### src/scbm_pkg.sv
package scbm_pkg;
	// Operation codes handed over by the decode path
	typedef enum logic [3:0] {
		OP_NONE = 4'h0,
		OP_EXCEPTION_RETURN = 4'h1,
		OP_POWER_DOWN = 4'h2,
		OP_LOAD_FLAGS_IMM = 4'h3,
		OP_LOAD_FLAGS_REG = 4'h4,
		OP_STORE_FLAGS = 4'h5,
		OP_FLAGS_AND = 4'h6,
		OP_FLAGS_OR = 4'h7,
		OP_FLAGS_XOR = 4'h8,
		OP_NO_OPERATION = 4'h9,
		OP_BLOCK_MOVE = 4'hA
	} scbm_op_type;

	// Power-down choices
	typedef enum logic [1:0] {
		PD_NONE = 2'h0,
		PD_SLEEP = 2'h1,
		PD_SOFT_STANDBY = 2'h2
	} scbm_pd_type;

	// One decoded instruction
	typedef struct packed {
		scbm_op_type op;
		logic [7:0] immData;
		logic [7:0] regData;
		logic [2:0] regIndex;
	} scbm_instr_type;

	// Byte bus request from the copier
	typedef struct packed {
		logic read;
		logic write;
		logic [15:0] addr;
		logic [7:0] wdata;
	} scbm_bus_req_type;

	localparam logic [15:0] SCBM_PC_STEP = 16'h0002;
	localparam logic [7:0] SCBM_FLAGS_RESET = 8'h80;
	localparam logic [7:0] SCBM_COUNT_ZERO = 8'h00;
	localparam int SCBM_BLOCK_COUNT_REG = 4;
	localparam int SCBM_BLOCK_SRC_REG = 5;
	localparam int SCBM_BLOCK_DST_REG = 6;
endpackage : scbm_pkg

### src/scbm_block_copier.sv
`timescale 1ns/1ps
// Byte-by-byte block copier: read source, write destination, repeat
module scbm_block_copier
	import scbm_pkg::*;
(
	input wire logic clk,
	input wire logic rst,
	input wire logic start,
	input wire logic [7:0] countIn,
	input wire logic [15:0] srcIn,
	input wire logic [15:0] dstIn,
	output scbm_pkg::scbm_bus_req_type busReq,
	input wire logic busAck,
	input wire logic [7:0] busRdata,
	output logic busy,
	output logic done,
	output logic [7:0] countOut,
	output logic [15:0] srcOut,
	output logic [15:0] dstOut
);
	typedef enum logic [2:0] {
		CP_IDLE = 3'b001,
		CP_READ = 3'b010,
		CP_WRITE = 3'b100
	} scbm_cp_type;

	scbm_cp_type state_reg, state_next;
	logic [7:0] count_reg, count_next;
	logic [15:0] src_reg, src_next;
	logic [15:0] dst_reg, dst_next;
	logic [7:0] data_reg, data_next;
	logic done_reg, done_next;
	wire logic lastByte = (count_reg == 8'h01);

	// Next-state logic; zero count finishes at once
	always_comb begin
		state_next = state_reg;
		count_next = count_reg;
		src_next = src_reg;
		dst_next = dst_reg;
		data_next = data_reg;
		done_next = 1'b0;
		case (state_reg)
			CP_IDLE: begin
				if (start) begin
					count_next = countIn;
					src_next = srcIn;
					dst_next = dstIn;
					if (countIn == SCBM_COUNT_ZERO) begin
						done_next = 1'b1;
					end else begin
						state_next = CP_READ;
					end
				end
			end
			CP_READ: begin
				if (busAck) begin
					data_next = busRdata;
					src_next = src_reg + 16'h0001;
					state_next = CP_WRITE;
				end
			end
			CP_WRITE: begin
				if (busAck) begin
					// Pointer wrap past the top is the caller's problem
					dst_next = dst_reg + 16'h0001;
					count_next = count_reg - 8'h01;
					if (lastByte) begin
						state_next = CP_IDLE;
						done_next = 1'b1;
					end else begin
						state_next = CP_READ;
					end
				end
			end
			default: state_next = CP_IDLE;
		endcase
	end

	// State registers
	always_ff @(posedge clk) begin
		if (rst) begin
			state_reg <= CP_IDLE;
			count_reg <= 8'h00;
			src_reg <= 16'h0000;
			dst_reg <= 16'h0000;
			data_reg <= 8'h00;
			done_reg <= 1'b0;
		end else begin
			state_reg <= state_next;
			count_reg <= count_next;
			src_reg <= src_next;
			dst_reg <= dst_next;
			data_reg <= data_next;
			done_reg <= done_next;
		end
	end

	// Bus requests are combinational handshakes
	assign busReq.read = (state_reg == CP_READ);
	assign busReq.write = (state_reg == CP_WRITE);
	assign busReq.addr = (state_reg == CP_WRITE) ? dst_reg : src_reg;
	assign busReq.wdata = data_reg;
	assign busy = (state_reg != CP_IDLE);
	assign done = done_reg;
	assign countOut = count_reg;
	assign srcOut = src_reg;
	assign dstOut = dst_reg;

	a_copy_post_inc: assert property (@(posedge clk) disable iff (rst)
		(state_reg == CP_WRITE && busAck) |=> dst_reg == $past(dst_reg)
		+ 16'h0001) else $error("destination pointer not incremented");
	a_zero_count_skip: assert property (@(posedge clk) disable iff (rst)
		(state_reg == CP_IDLE && start && countIn == 8'h00)
		|=> (done && !busy)) else $error("zero count did not finish");
endmodule : scbm_block_copier

### src/scbm_exec.sv
`timescale 1ns/1ps
// Functional notes
// - Exception return resumes the interrupted program
// - Power-down instruction stops execution, enters power-down
// - Standby bit picks sleep or software standby
// - Load flags from immediate or register byte
// - Store flags into destination register
// - Flags AND immediate replaces flags
// - Flags OR immediate replaces flags
// - Flags XOR immediate replaces flags
// - No-operation only advances program counter by two
// - Block move copies bytes, post-increments, zero skips
// - Count, source, destination from registers 4,5,6
// - Next instruction waits for block completion
module scbm_exec
	import scbm_pkg::*;
(
	input wire logic clk,
	input wire logic rst,
	input scbm_pkg::scbm_instr_type instr,
	input wire logic instrValid,
	output logic instrReady,
	input wire logic [15:0] pcIn,
	input wire logic softStandbySelect,
	input wire logic [7:0] blockCountByte,
	input wire logic [15:0] blockSourcePtr,
	input wire logic [15:0] blockDestPtr,
	output scbm_pkg::scbm_bus_req_type busReq,
	input wire logic busAck,
	input wire logic [7:0] busRdata,
	output logic [7:0] conditionFlags,
	output logic [15:0] pcOut,
	output logic pcWrite,
	output logic regWrite,
	output logic [2:0] regWriteIndex,
	output logic [7:0] regWriteData,
	output logic blockRegWrite,
	output logic [7:0] blockCountOut,
	output logic [15:0] blockSourceOut,
	output logic [15:0] blockDestOut,
	output logic exceptionReturn,
	output scbm_pkg::scbm_pd_type powerDown,
	output logic powerDownActive
);
	logic [7:0] flags_reg, flags_next;
	logic [15:0] pc_reg, pc_next;
	logic pcWrite_reg, pcWrite_next;
	logic regWrite_reg, regWrite_next;
	logic [2:0] regIdx_reg, regIdx_next;
	logic [7:0] regData_reg, regData_next;
	logic excRet_reg, excRet_next;
	scbm_pd_type pd_reg, pd_next;
	logic copyBusy;
	logic copyDone;

	// Instruction accepted when idle and not halted
	wire logic take = instrValid && instrReady;
	wire logic isOp = take && instr.op != OP_BLOCK_MOVE;
	wire logic startMove = take && instr.op == OP_BLOCK_MOVE;
	assign instrReady = !copyBusy && (pd_reg == PD_NONE);

	// Flag arithmetic; whole byte replaced at once
	wire logic [7:0] flagsAnd = flags_reg & instr.immData;
	wire logic [7:0] flagsOr = flags_reg | instr.immData;
	wire logic [7:0] flagsXor = flags_reg ^ instr.immData;

	// Per-op results; anything unlisted leaves state alone
	always_comb begin
		flags_next = flags_reg;
		pc_next = pc_reg;
		pcWrite_next = 1'b0;
		regWrite_next = 1'b0;
		regIdx_next = regIdx_reg;
		regData_next = regData_reg;
		excRet_next = 1'b0;
		pd_next = pd_reg;
		if (isOp) begin
			case (instr.op)
				OP_EXCEPTION_RETURN: excRet_next = 1'b1;
				OP_POWER_DOWN: begin
					// Only the standby bit chooses the mode
					pd_next = softStandbySelect ? PD_SOFT_STANDBY
						: PD_SLEEP;
				end
				OP_LOAD_FLAGS_IMM: flags_next = instr.immData;
				OP_LOAD_FLAGS_REG: flags_next = instr.regData;
				OP_STORE_FLAGS: begin
					regWrite_next = 1'b1;
					regIdx_next = instr.regIndex;
					regData_next = flags_reg;
				end
				OP_FLAGS_AND: flags_next = flagsAnd;
				OP_FLAGS_OR: flags_next = flagsOr;
				OP_FLAGS_XOR: flags_next = flagsXor;
				OP_NO_OPERATION: begin
					pc_next = pcIn + SCBM_PC_STEP;
					pcWrite_next = 1'b1;
				end
				default: ;
			endcase
		end
	end

	// Registered results
	always_ff @(posedge clk) begin
		if (rst) begin
			flags_reg <= SCBM_FLAGS_RESET;
			pc_reg <= 16'h0000;
			pcWrite_reg <= 1'b0;
			regWrite_reg <= 1'b0;
			regIdx_reg <= 3'h0;
			regData_reg <= 8'h00;
			excRet_reg <= 1'b0;
			pd_reg <= PD_NONE;
		end else begin
			flags_reg <= flags_next;
			pc_reg <= pc_next;
			pcWrite_reg <= pcWrite_next;
			regWrite_reg <= regWrite_next;
			regIdx_reg <= regIdx_next;
			regData_reg <= regData_next;
			excRet_reg <= excRet_next;
			pd_reg <= pd_next;
		end
	end

	// Copier takes registers 4, 5, 6 straight from the file
	scbm_block_copier copier (
		.clk(clk),
		.rst(rst),
		.start(startMove),
		.countIn(blockCountByte),
		.srcIn(blockSourcePtr),
		.dstIn(blockDestPtr),
		.busReq(busReq),
		.busAck(busAck),
		.busRdata(busRdata),
		.busy(copyBusy),
		.done(copyDone),
		.countOut(blockCountOut),
		.srcOut(blockSourceOut),
		.dstOut(blockDestOut)
	);

	assign conditionFlags = flags_reg;
	assign pcOut = pc_reg;
	assign pcWrite = pcWrite_reg;
	assign regWrite = regWrite_reg;
	assign regWriteIndex = regIdx_reg;
	assign regWriteData = regData_reg;
	assign blockRegWrite = copyDone;
	assign exceptionReturn = excRet_reg;
	assign powerDown = pd_reg;
	assign powerDownActive = (pd_reg != PD_NONE);

	a_flags_and_op: assert property (@(posedge clk) disable iff (rst)
		(isOp && instr.op == OP_FLAGS_AND) |=> conditionFlags ==
		($past(conditionFlags) & $past(instr.immData)))
		else $error("flags AND wrong");
	a_flags_or_op: assert property (@(posedge clk) disable iff (rst)
		(isOp && instr.op == OP_FLAGS_OR) |=> conditionFlags ==
		($past(conditionFlags) | $past(instr.immData)))
		else $error("flags OR wrong");
	a_flags_xor_op: assert property (@(posedge clk) disable iff (rst)
		(isOp && instr.op == OP_FLAGS_XOR) |=> conditionFlags ==
		($past(conditionFlags) ^ $past(instr.immData)))
		else $error("flags XOR wrong");
	a_load_flags_imm: assert property (@(posedge clk) disable iff (rst)
		(isOp && instr.op == OP_LOAD_FLAGS_IMM) |=>
		conditionFlags == $past(instr.immData))
		else $error("load flags wrong");
	a_store_flags_op: assert property (@(posedge clk) disable iff (rst)
		(isOp && instr.op == OP_STORE_FLAGS) |=> regWrite &&
		regWriteData == $past(conditionFlags))
		else $error("store flags wrong");
	a_nop_pc_step: assert property (@(posedge clk) disable iff (rst)
		(isOp && instr.op == OP_NO_OPERATION) |=> pcWrite &&
		pcOut == $past(pcIn) + 16'h0002 && !regWrite)
		else $error("no-operation step wrong");
	a_exc_return_pulse: assert property (@(posedge clk) disable iff (rst)
		(isOp && instr.op == OP_EXCEPTION_RETURN) |=> exceptionReturn
		##1 !exceptionReturn) else $error("exception return bad");
	a_sleep_mode_pick: assert property (@(posedge clk) disable iff (rst)
		(isOp && instr.op == OP_POWER_DOWN) |=> powerDown ==
		($past(softStandbySelect) ? PD_SOFT_STANDBY : PD_SLEEP))
		else $error("power-down mode wrong");
	a_move_blocks_next: assert property (@(posedge clk) disable iff (rst)
		copyBusy |-> !instrReady) else $error("instruction during move");
	a_flags_reg_load: assert property (
		@(posedge clk) disable iff (rst)
		(isOp && instr.op == OP_LOAD_FLAGS_REG) |=>
		conditionFlags == $past(instr.regData))
		else $error("register flag load wrong");
	// Halt is sticky: nothing else gets in until reset
	a_halt_refuses: assert property (
		@(posedge clk) disable iff (rst)
		powerDownActive |=> powerDownActive && !instrReady &&
		$stable(conditionFlags) && !pcWrite && !regWrite)
		else $error("op taken while powered down");
	// No-operation and store-flags ops must not disturb the flags
	a_flags_kept_other: assert property (
		@(posedge clk) disable iff (rst)
		(isOp && (instr.op == OP_NO_OPERATION ||
		instr.op == OP_STORE_FLAGS)) |=> $stable(conditionFlags))
		else $error("flags changed by non-flag op");
	// Completion pulse only with the count used up
	a_move_done_count: assert property (
		@(posedge clk) disable iff (rst)
		blockRegWrite |->
		(blockCountOut == SCBM_COUNT_ZERO && instrReady))
		else $error("move finished with bytes left");

	c_block_move: cover property (@(posedge clk) disable iff (rst)
		startMove && blockCountByte != 8'h00 ##[1:20] copyDone);
	c_zero_move: cover property (@(posedge clk) disable iff (rst)
		startMove && blockCountByte == 8'h00);
	c_soft_standby: cover property (@(posedge clk) disable iff (rst)
		powerDown == PD_SOFT_STANDBY);
	c_exc_return: cover property (@(posedge clk) disable iff (rst)
		exceptionReturn);
endmodule : scbm_exec

### config.mk
export PLATFORM = sky130hd
export DESIGN_NAME = scbm_exec
export DESIGN_NICKNAME = d
export VERILOG_FILES = /design/src/scbm_pkg.sv /design/src/scbm_block_copier.sv /design/src/scbm_exec.sv
export SDC_FILE = /design/constraint.sdc
export NUM_CORES = 1
export LEC_CHECK = 0
export BUFFER_PORTS_ARGS = -buffer_cell sky130_fd_sc_hd__buf_2
export CAP_MARGIN = 20
export CORE_MARGIN = 2
export CORE_UTILIZATION = 40
export CTS_CLUSTER_SIZE = 16
export DETAILED_ROUTE_END_ITERATION = 8
export PLACE_DENSITY = 0.68
export SLEW_MARGIN = 20
export SYNTH_ARGS = -nofsm -noshare
export SYNTH_HDL_FRONTEND = slang
export SYNTH_SLANG_ARGS = --single-unit
### constraint.sdc
create_clock -name clk -period 2.7 [get_ports clk]
set_clock_uncertainty 0.05 [all_clocks]
set_input_delay 0.135 -clock clk [delete_from_list [all_inputs] [get_ports clk]]
set_output_delay 0.135 -clock clk [all_outputs]
set_load 0.01 [all_outputs]
==> Yosys cells after proc, flatten, opt, wreduce, memory -nomap -nowiden <==
Index checks and enable logic that the tools add are counted.
{ "word_totals": {"reg_bits": 92, "in_bits": 92, "out_inout_bits": 109, "elab_cells": 88} }
{ "classes": {"addsub": 4, "n_eq_ne": 20, "n_mux": 26, "bitwise": 4, "reduce_logical": 20} }
{ "ops": {"columns": ["cell", "n"], "rows": [
  ["$mux W16", 5],
  ["$pmux W16 S2", 2],
  ["$pmux W8 S5", 1],
  ["$add A16 B1 Y16 const B", 2],
  ["$add A16 B2 Y16 const B", 1],
  ["$eq A4 B3 Y1 const B", 4],
  ["$mux W8", 2],
  ["$pmux W8 S2", 1],
  ["$eq A4 B4 Y1 const B", 3],
  ["$mux W3", 4],
  ["$reduce_and A2 Y1", 5],
  ["$pmux W3 S3", 1],
  ["$and A8 B8 Y8", 1],
  ["$eq A4 B2 Y1 const B", 2],
  ["$eq A8 B1 Y1 const B", 1],
  ["$logic_not A8 Y1", 1],
  ["$or A8 B8 Y8", 1],
  ["$sub A8 B1 Y8 const B", 1],
  ["$xor A8 B8 Y8", 1],
  ["$mux W1", 7],
  ["$ne A2 B1 Y1 const B", 3],
  ["$reduce_and A3 Y1", 2],
  ["$reduce_bool A2 Y1", 3],
  ["$reduce_bool A5 Y1", 1],
  ["15 further kinds", 19]
]} }

==> Logic depth before layout (Yosys ltp) <==
Gate-level depths: netlist of the first run.
{ "logic_depth": {"depth_word": 7, "mapped_depth": 9, "depth_no_buf": 6} }

==> Hierarchy <==
Synthesis of the first run repeated with hierarchy kept, for this count alone.
{ "hier_totals": {"hier_cells": 733, "area_unflattened_um2": 5720.5} }
{ "by_module_without_submodules": {"columns": ["module", "instances", "cells_per_inst", "area_per_inst_um2", "seq_area_each_um2"], "rows": [
  ["scbm_block_copier", 1, 465, 3392.0, 1041.0],
  ["scbm_exec", 1, 268, 2328.5, 800.8]
]} }

==> Least setup slack after synthesis of the first run <==
Ideal clock, no wire load.
{ "synth_timing": {"kind": "register -> register", "start": "reg copier.dst_reg[7] (netlist: copier.dstOut[7])", "end": "reg copier.dst_reg[14] (netlist: copier.dstOut[14])", "setup_time_ps": 70, "arrival_ps": 1664, "required_time_ps": 2580, "path_slack_ps": 916, "stages_incl_launch_ff": 8, "path_buffers": 2, "synth_period_minus_slack_ps": 1784, "cell_sequence": "dfxtp_1 clkbuf_1 nand3_1 or3_1 buf_1 o41ai_1 nand2_1 a21oi_1"} }
{ "synth_between": {"elab_chain_len": 3} }
{ "synth_rtl": {"columns": ["element", "line", "source"], "rows": [
  ["from (decl)", "scbm_block_copier.sv:30", "logic [15:0] dst_reg, dst_next;"],
  ["from (signal assigned)", "scbm_block_copier.sv:93", "dst_reg <= dst_next;"],
  ["$add A16 B1 Y16", "scbm_block_copier.sv:66", "dst_next = dst_reg + 16'h0001;"],
  ["$mux W16", "scbm_block_copier.sv:64", "if (busAck) begin"],
  ["$pmux W16 S2", "scbm_block_copier.sv:43", "case (state_reg)"]
]} }
Every way passes these cells. The select of a mux whose other input is x is not followed.
A chain may end at the register's enable or synchronous reset.

==> flow_summary.json, run 1 <==
{
  "critical_path.cell_chain": "or3b_2, buf_4, o21ai_0, buf_2",
  "areaGrowthSynthToFinish_pct": 29.4,
  "synth_nets": 861,
  "die_h_microns": 120,
  "grt-ovfl-total": 0,
  "grt.total_usage_pct": 23.3,
  "design.core.area_sq_um": 13200,
  "worst-setup-path-type": "reg2out",
  "synth-main-ff-cell": "dfxtp_1",
  "die-area_sq_um": 14500,
  "clk_pin_slew_worst_paths_ns": 0.07,
  "drtIter0Drc": 464,
  "synth_cells": 748,
  "cts_buffer_depth": 2,
  "synth_area_sq_um": 5430,
  "power_density_nw_per_um2": 471,
  "cts_tree": "done",
  "period_needed_ns": 2.30,
  "hold_class": "in2reg",
  "wl_per_cell_microns": 15.3,
  "drv_slew": 0,
  "gp_congestion": 0.863,
  "ys_seq_area_share_pct": 33.9,
  "ctsRootBufferMaster": "clkbuf_16",
  "vias": 6032,
  "critical_path.slowest_cell": "or3b_2",
  "max_freq_mhz": 435,
  "p_leak_nw": 3.12,
  "diodes": 0,
  "dr_wl_met3_mm": 1.33,
  "p_seq_share_pct": 44.2,
  "worst_slack_ns": 0.401,
  "cts_htree_levels": 3,
  "io_buffers": 200,
  "p_comb_share_pct": 15.7,
  "critical_path.max_fanout": 74,
  "ctsResizeCount": 0,
  "setup-violations-final": 0,
  "grt_pass1_wl_mm": 27.2,
  "pwr-share-clk_pct": 40.1,
  "cts_sinks": 92,
  "grt_pass1_vias": 5434,
  "cts_buffers": 9,
  "arrival_ns": 2.11,
  "yosys_warnings": 0,
  "fp.dieW_microns": 120,
  "wirelength_mm": 17.1,
  "wl_met1_mm": 7.52,
  "min_period_over_period_pct": 85.2,
  "ys_ff_latch": 92,
  "hold_viol": 0,
  "drive_gt1_share_pct": 26.5,
  "postSynthAreaPerCell_sq_um": 7.26,
  "tightest_slew_ns": 0.759,
  "routed-wl-met2_mm": 7.96,
  "setup_tns_ns": 0,
  "post-cts-setup-buffer-count": 0,
  "maxCapViolations": 0,
  "rsz0062_at_grt": "no",
  "clkLatencyLatePin_ns": 0.35,
  "ys_types": 61,
  "worst_slew_margin_rel_pct": 49.4,
  "crit_path_max_incr_delay_ns": 0.50,
  "status": "completed",
  "grt_max_degree": 75,
  "synth-edff-count": 0,
  "p_sw_uw": 924,
  "critPathCaptureType": "output port",
  "drc": 0,
  "vias_per_cell": 5.38,
  "nFillCells": 1343,
  "p_sw_share_pct": 27.9,
  "cp.required_ns": 2.52,
  "synthArstFlopShare_pct": 0,
  "whs_ns": 0.0317,
  "cp-start-kind": "flop",
  "hold_buffers": 17,
  "vdd_ir_drop_max_mv": 0.308,
  "preCtsSetupSlack_ns": 0.559,
  "post-route-util_pct": 53.0,
  "hpwl_mm": 12.5,
  "ant_nets": 0,
  "num_rows": 42,
  "initial_core_util_pct": 41.0,
  "intPower_mw": 2.38,
  "drtPass1Iterations": 5,
  "top_layer": "met4",
  "nets": 1054,
  "antenna_found_initial": 0,
  "io_pins": 201
}
-- placed cells by master, fill, tap and decap left out, types with 4 or more instances in the layout --
cell type	netlist	routed
o31ai_1	4	4
nand2b_1	5	5
buf_4	4	15
nand2_1	149	149
a32o_1	4	4
nand4_1	13	13
a32oi_1	5	5
a311oi_1	7	7
o21a_1	5	5
or2_2	4	4
ha_1	21	21
nor4_1	9	9
nor3_1	16	16
inv_1	24	24
clkbuf_16	0	9
nor2_1	79	78
o22ai_1	5	5
a31oi_1	7	7
a211oi_1	23	23
and2_1	6	6
nand3_1	24	24
a22oi_1	12	12
a21oi_1	73	73
dlygate4sd3_1	0	17
nor2b_1	4	4
or3_1	4	4
buf_2	15	200
o21ai_0	34	34
xnor2_1	9	9
o311ai_0	4	4
dfxtp_1	92	92
and3_1	4	4
a22o_1	6	6
xor2_1	5	5
-- through the flow --
| step | cell area, sq um | power (mW) | instances |
|---|---|---|---|
| global placement | 6540 | 1.99 | 1089 |
| CTS | 7020 | 3.33 | 1122 |
| global route | 7020 | 3.46 | 1122 |
| finish | 7020 | 3.31 | 1122 |
| detailed placement | 6540 | 1.99 | 1089 |
| floorplan | 5430 | 1.78 | 748 |
-- routing by layer --
metal / track usage [%] / up-vias
li1: - / 3038
met5: 0 / -
met2: 37.4 / 226
met1: 30.3 / 2746
met4: 7.78 / 0
met3: 5.99 / 22
-- cell families after synthesis --
logic type | count (synthesis) | share of synthesized area (%)
compound gates | 207 | 24.5
fa+ha+maj | 21 | 4.84
mux | 2 | 0.369
flops | 92 | 33.9
buf+inv | 78 | 6.29
simple gates | 334 | 27.8
xor+xnor | 14 | 2.26
-- final cells by class --
type / count / area, sq um / area share [%]
clock buffer: 10 / 239 / 3.40
timing repair buffer: 233 / 1300 / 18.6
sequential: 92 / 1840 / 26.2
inverter: 27 / 101 / 1.44
multi-input combinational: 578 / 3250 / 46.2
clock inverter: 6 / 71.3 / 1.02
tap: 176 / 220 / 3.14
-- power groups by stage --
stage | combinational [mW] | clock, mW | sequential [mW]
2_1_floorplan | 0.290 | 0 | 1.49
3_3_place_gp | 0.496 | 0 | 1.49
3_5_place_dp | 0.500 | 0 | 1.49
4_1_cts | 0.521 | 1.35 | 1.46
5_1_grt | 0.580 | 1.41 | 1.47
6_report | 0.518 | 1.33 | 1.46
-- critical path, delay by kind of cell, from the launching register on --
family                 cells  cell delay (ns)
AND/OR/NAND/NOR            1             0.50
buffers and inverters      2             0.52
flip-flops                 1             0.46
AO/OA/AOI/OAI              1             0.27
-- path summary, 6_finish.rpt --
check	endpoint	slack, ns	start	cells after the start
setup / recovery	busReq[12]	0.40	copier.state_reg[2]	4
hold / removal	copier.srcOut[4]	0.03	blockSourcePtr[4]	3
setup reg to reg	copier.srcOut[4]	0.55	copier.state_reg[1]	6
hold reg to reg	copier.data_reg[1]	0.41	copier.data_reg[1]	2
-- synth_stat cells (all sizes together), types with 5 or more instances --
cell type	number	area, sq um
nand2b	5	31.3
nand3	24	120
inv	27	101
o21a	5	37.5
a21oi	74	374
a22o	6	52.6
nor2	81	314
clkbuf	28	105
o21ai	37	185
nand4	13	81.3
nand2	150	566
o41ai	5	58.8
a311oi	7	61.3
a211oi	23	173
or2	6	37.5
ha	21	263
a31oi	7	43.8
a32oi	5	43.8
nor3	16	80.1
a22oi	12	90.1
o22ai	5	31.3
dfxtp	92	1840
and2	8	53.8
nor4	9	56.3
buf	23	135
xnor2	9	78.8
xor2	5	43.8
Power figures use the tool's default switching activity.
==> inputs of run 2 (changes only) <==
CTS_CLUSTER_SIZE = unset   (was 16)
HOLD_SLACK_MARGIN = 0.08   (was unset)
==> flow_summary.json, run 2 (synthesized netlist as in run 1, its figures left out) <==
{
  "drtPass1Iterations": 5,
  "antenna_found_initial": 0,
  "power_density_nw_per_um2": 458,
  "clkLatencyLatePin_ns": 0.35,
  "top_layer": "met4",
  "regArea_sq_um": 1840,
  "tightest_slew_ns": 0.763,
  "crit_buf_inv": 2,
  "crit_path_max_incr_delay_ns": 0.50,
  "critical_path.max_fanout": 74,
  "worst_slew_margin_rel_pct": 49.1,
  "critPathCaptureType": "output port",
  "cp.required_ns": 2.52,
  "cp-start-kind": "flop",
  "vias": 6132,
  "wirelength_mm": 17.4,
  "grt_max_degree": 75,
  "grt_pass1_vias": 5582,
  "hpwl_mm": 12.5,
  "gp_congestion": 0.863,
  "rsz0062_at_grt": "no",
  "die-area_sq_um": 14500,
  "ant_nets": 0,
  "setup_tns_ns": 0,
  "initial_core_util_pct": 41.0,
  "diodes": 0,
  "nets": 1078,
  "most-common-layout-cells": "200 x buf_2, 149 x nand2_1, 92 x dfxtp_1, 78 x nor2_1, 73 x a21oi_1",
  "dpl_cell_area_sq_um": 6540,
  "multi_input_area_sq_um": 3250,
  "arrival_ns": 2.10,
  "nFillCells": 1315,
  "worst_slack_ns": 0.417,
  "cts_sinks": 92,
  "hold_buffers": 41,
  "io_pins": 201,
  "setup-violations-final": 0,
  "areaGrowthSynthToFinish_pct": 33.8,
  "cts_htree_levels": 3,
  "post-route-util_pct": 54.9,
  "wl_met1_mm": 7.53,
  "post-cts-setup-buffer-count": 0,
  "grt-ovfl-total": 0,
  "ctsResizeCount": 0,
  "path_delay_family": "buffers and inverters",
  "min_period_over_period_pct": 84.6,
  "vias_per_cell": 5.35,
  "wl_per_cell_microns": 15.2,
  "ctsRootBufferMaster": "clkbuf_16",
  "status": "completed",
  "critical_path.cell_chain": "or3b_2, buf_4, o21ai_0, buf_2",
  "maxCapViolations": 0,
  "grt.total_usage_pct": 23.7,
  "clk_pin_slew_worst_paths_ns": 0.07,
  "layout_commonest_cell": "buf_2",
  "whs_ns": 0.0894,
  "num_rows": 42,
  "io_buffers": 200,
  "preCtsSetupSlack_ns": 0.559,
  "cts_buffer_depth": 2,
  "hold_viol": 0,
  "worst-setup-path-type": "reg2out",
  "die_h_microns": 120,
  "critical_path.slowest_cell": "or3b_2",
  "drc": 0,
  "p_leak_nw": 3.23,
  "routed-wl-met2_mm": 8.14,
  "grt_pass1_wl_mm": 27.7,
  "fp.dieW_microns": 120,
  "drtIter0Drc": 434,
  "vdd_ir_drop_max_mv": 0.308,
  "drv_slew": 0,
  "design.core.area_sq_um": 13200,
  "drive_gt1_share_pct": 25.9,
  "period_needed_ns": 2.28,
  "hold_class": "in2reg",
  "dr_wl_met3_mm": 1.42,
  "cts_tree": "done",
  "design_area_sq_um": 7260,
  "cts_buffers": 9,
  "max_freq_mhz": 438
}
-- run 2: cell types whose count changed in the layout (fill, tap and decap cells not counted), sizes merged --
cell,change
dlygate4sd3,+24
-- run 2: path summary, 6_finish.rpt --
check,start,end,slack (ns),depth (start not counted)
max,copier.state_reg[2],busReq[12],0.42,4
min,blockDestPtr[6],copier.dstOut[6],0.09,5
max reg2reg,copier.state_reg[1],copier.srcOut[0],0.55,6
min reg2reg,regWriteData[5],regWriteData[5],0.41,2
-- run 2: area by class of cell --
type                    count  share of cell area, %
multi-input cells         578                   44.7
inverters                  27                   1.40
repair buffers            257                   21.3
flip-flops and latches     92                   25.4
well taps                 176                   3.03
clock buffers              10                   3.29
clock inverters             6                  0.982
-- run 2: routing by layer --
layer | vias up | GRT usage [%]
met5 | - | 0
met4 | 0 | 8.36
met3 | 24 | 5.99
met2 | 246 | 38.5
met1 | 2783 | 30.4
li1 | 3079 | -
-- run 2: per-stage QoR --
stage          total power, mW  cells
6_report                  3.33   1146
5_1_grt                   3.49   1146
2_1_floorplan             1.78    748
3_3_place_gp              1.99   1089
3_5_place_dp              1.99   1089
4_1_cts                   3.36   1146
-- run 2: worst register-to-register path, cell delays in order, from the launching register on --
cell	delay, ns
dfxtp_1	0.45
or3b_1	0.42
inv_2	0.21
and2_2	0.32
nor2_2	0.16
or3_1	0.34
a31oi_1	0.15
-- run 2: report_power, final --
| group | total [mW] | internal (mW) | switching, mW |
|---|---|---|---|
| clock network | 1.32 | 0.750 | 0.572 |
| registers | 1.46 | 1.40 | 0.0618 |
| logic | 0.546 | 0.255 | 0.290 |
| total | 3.33 | 2.41 | 0.924 |
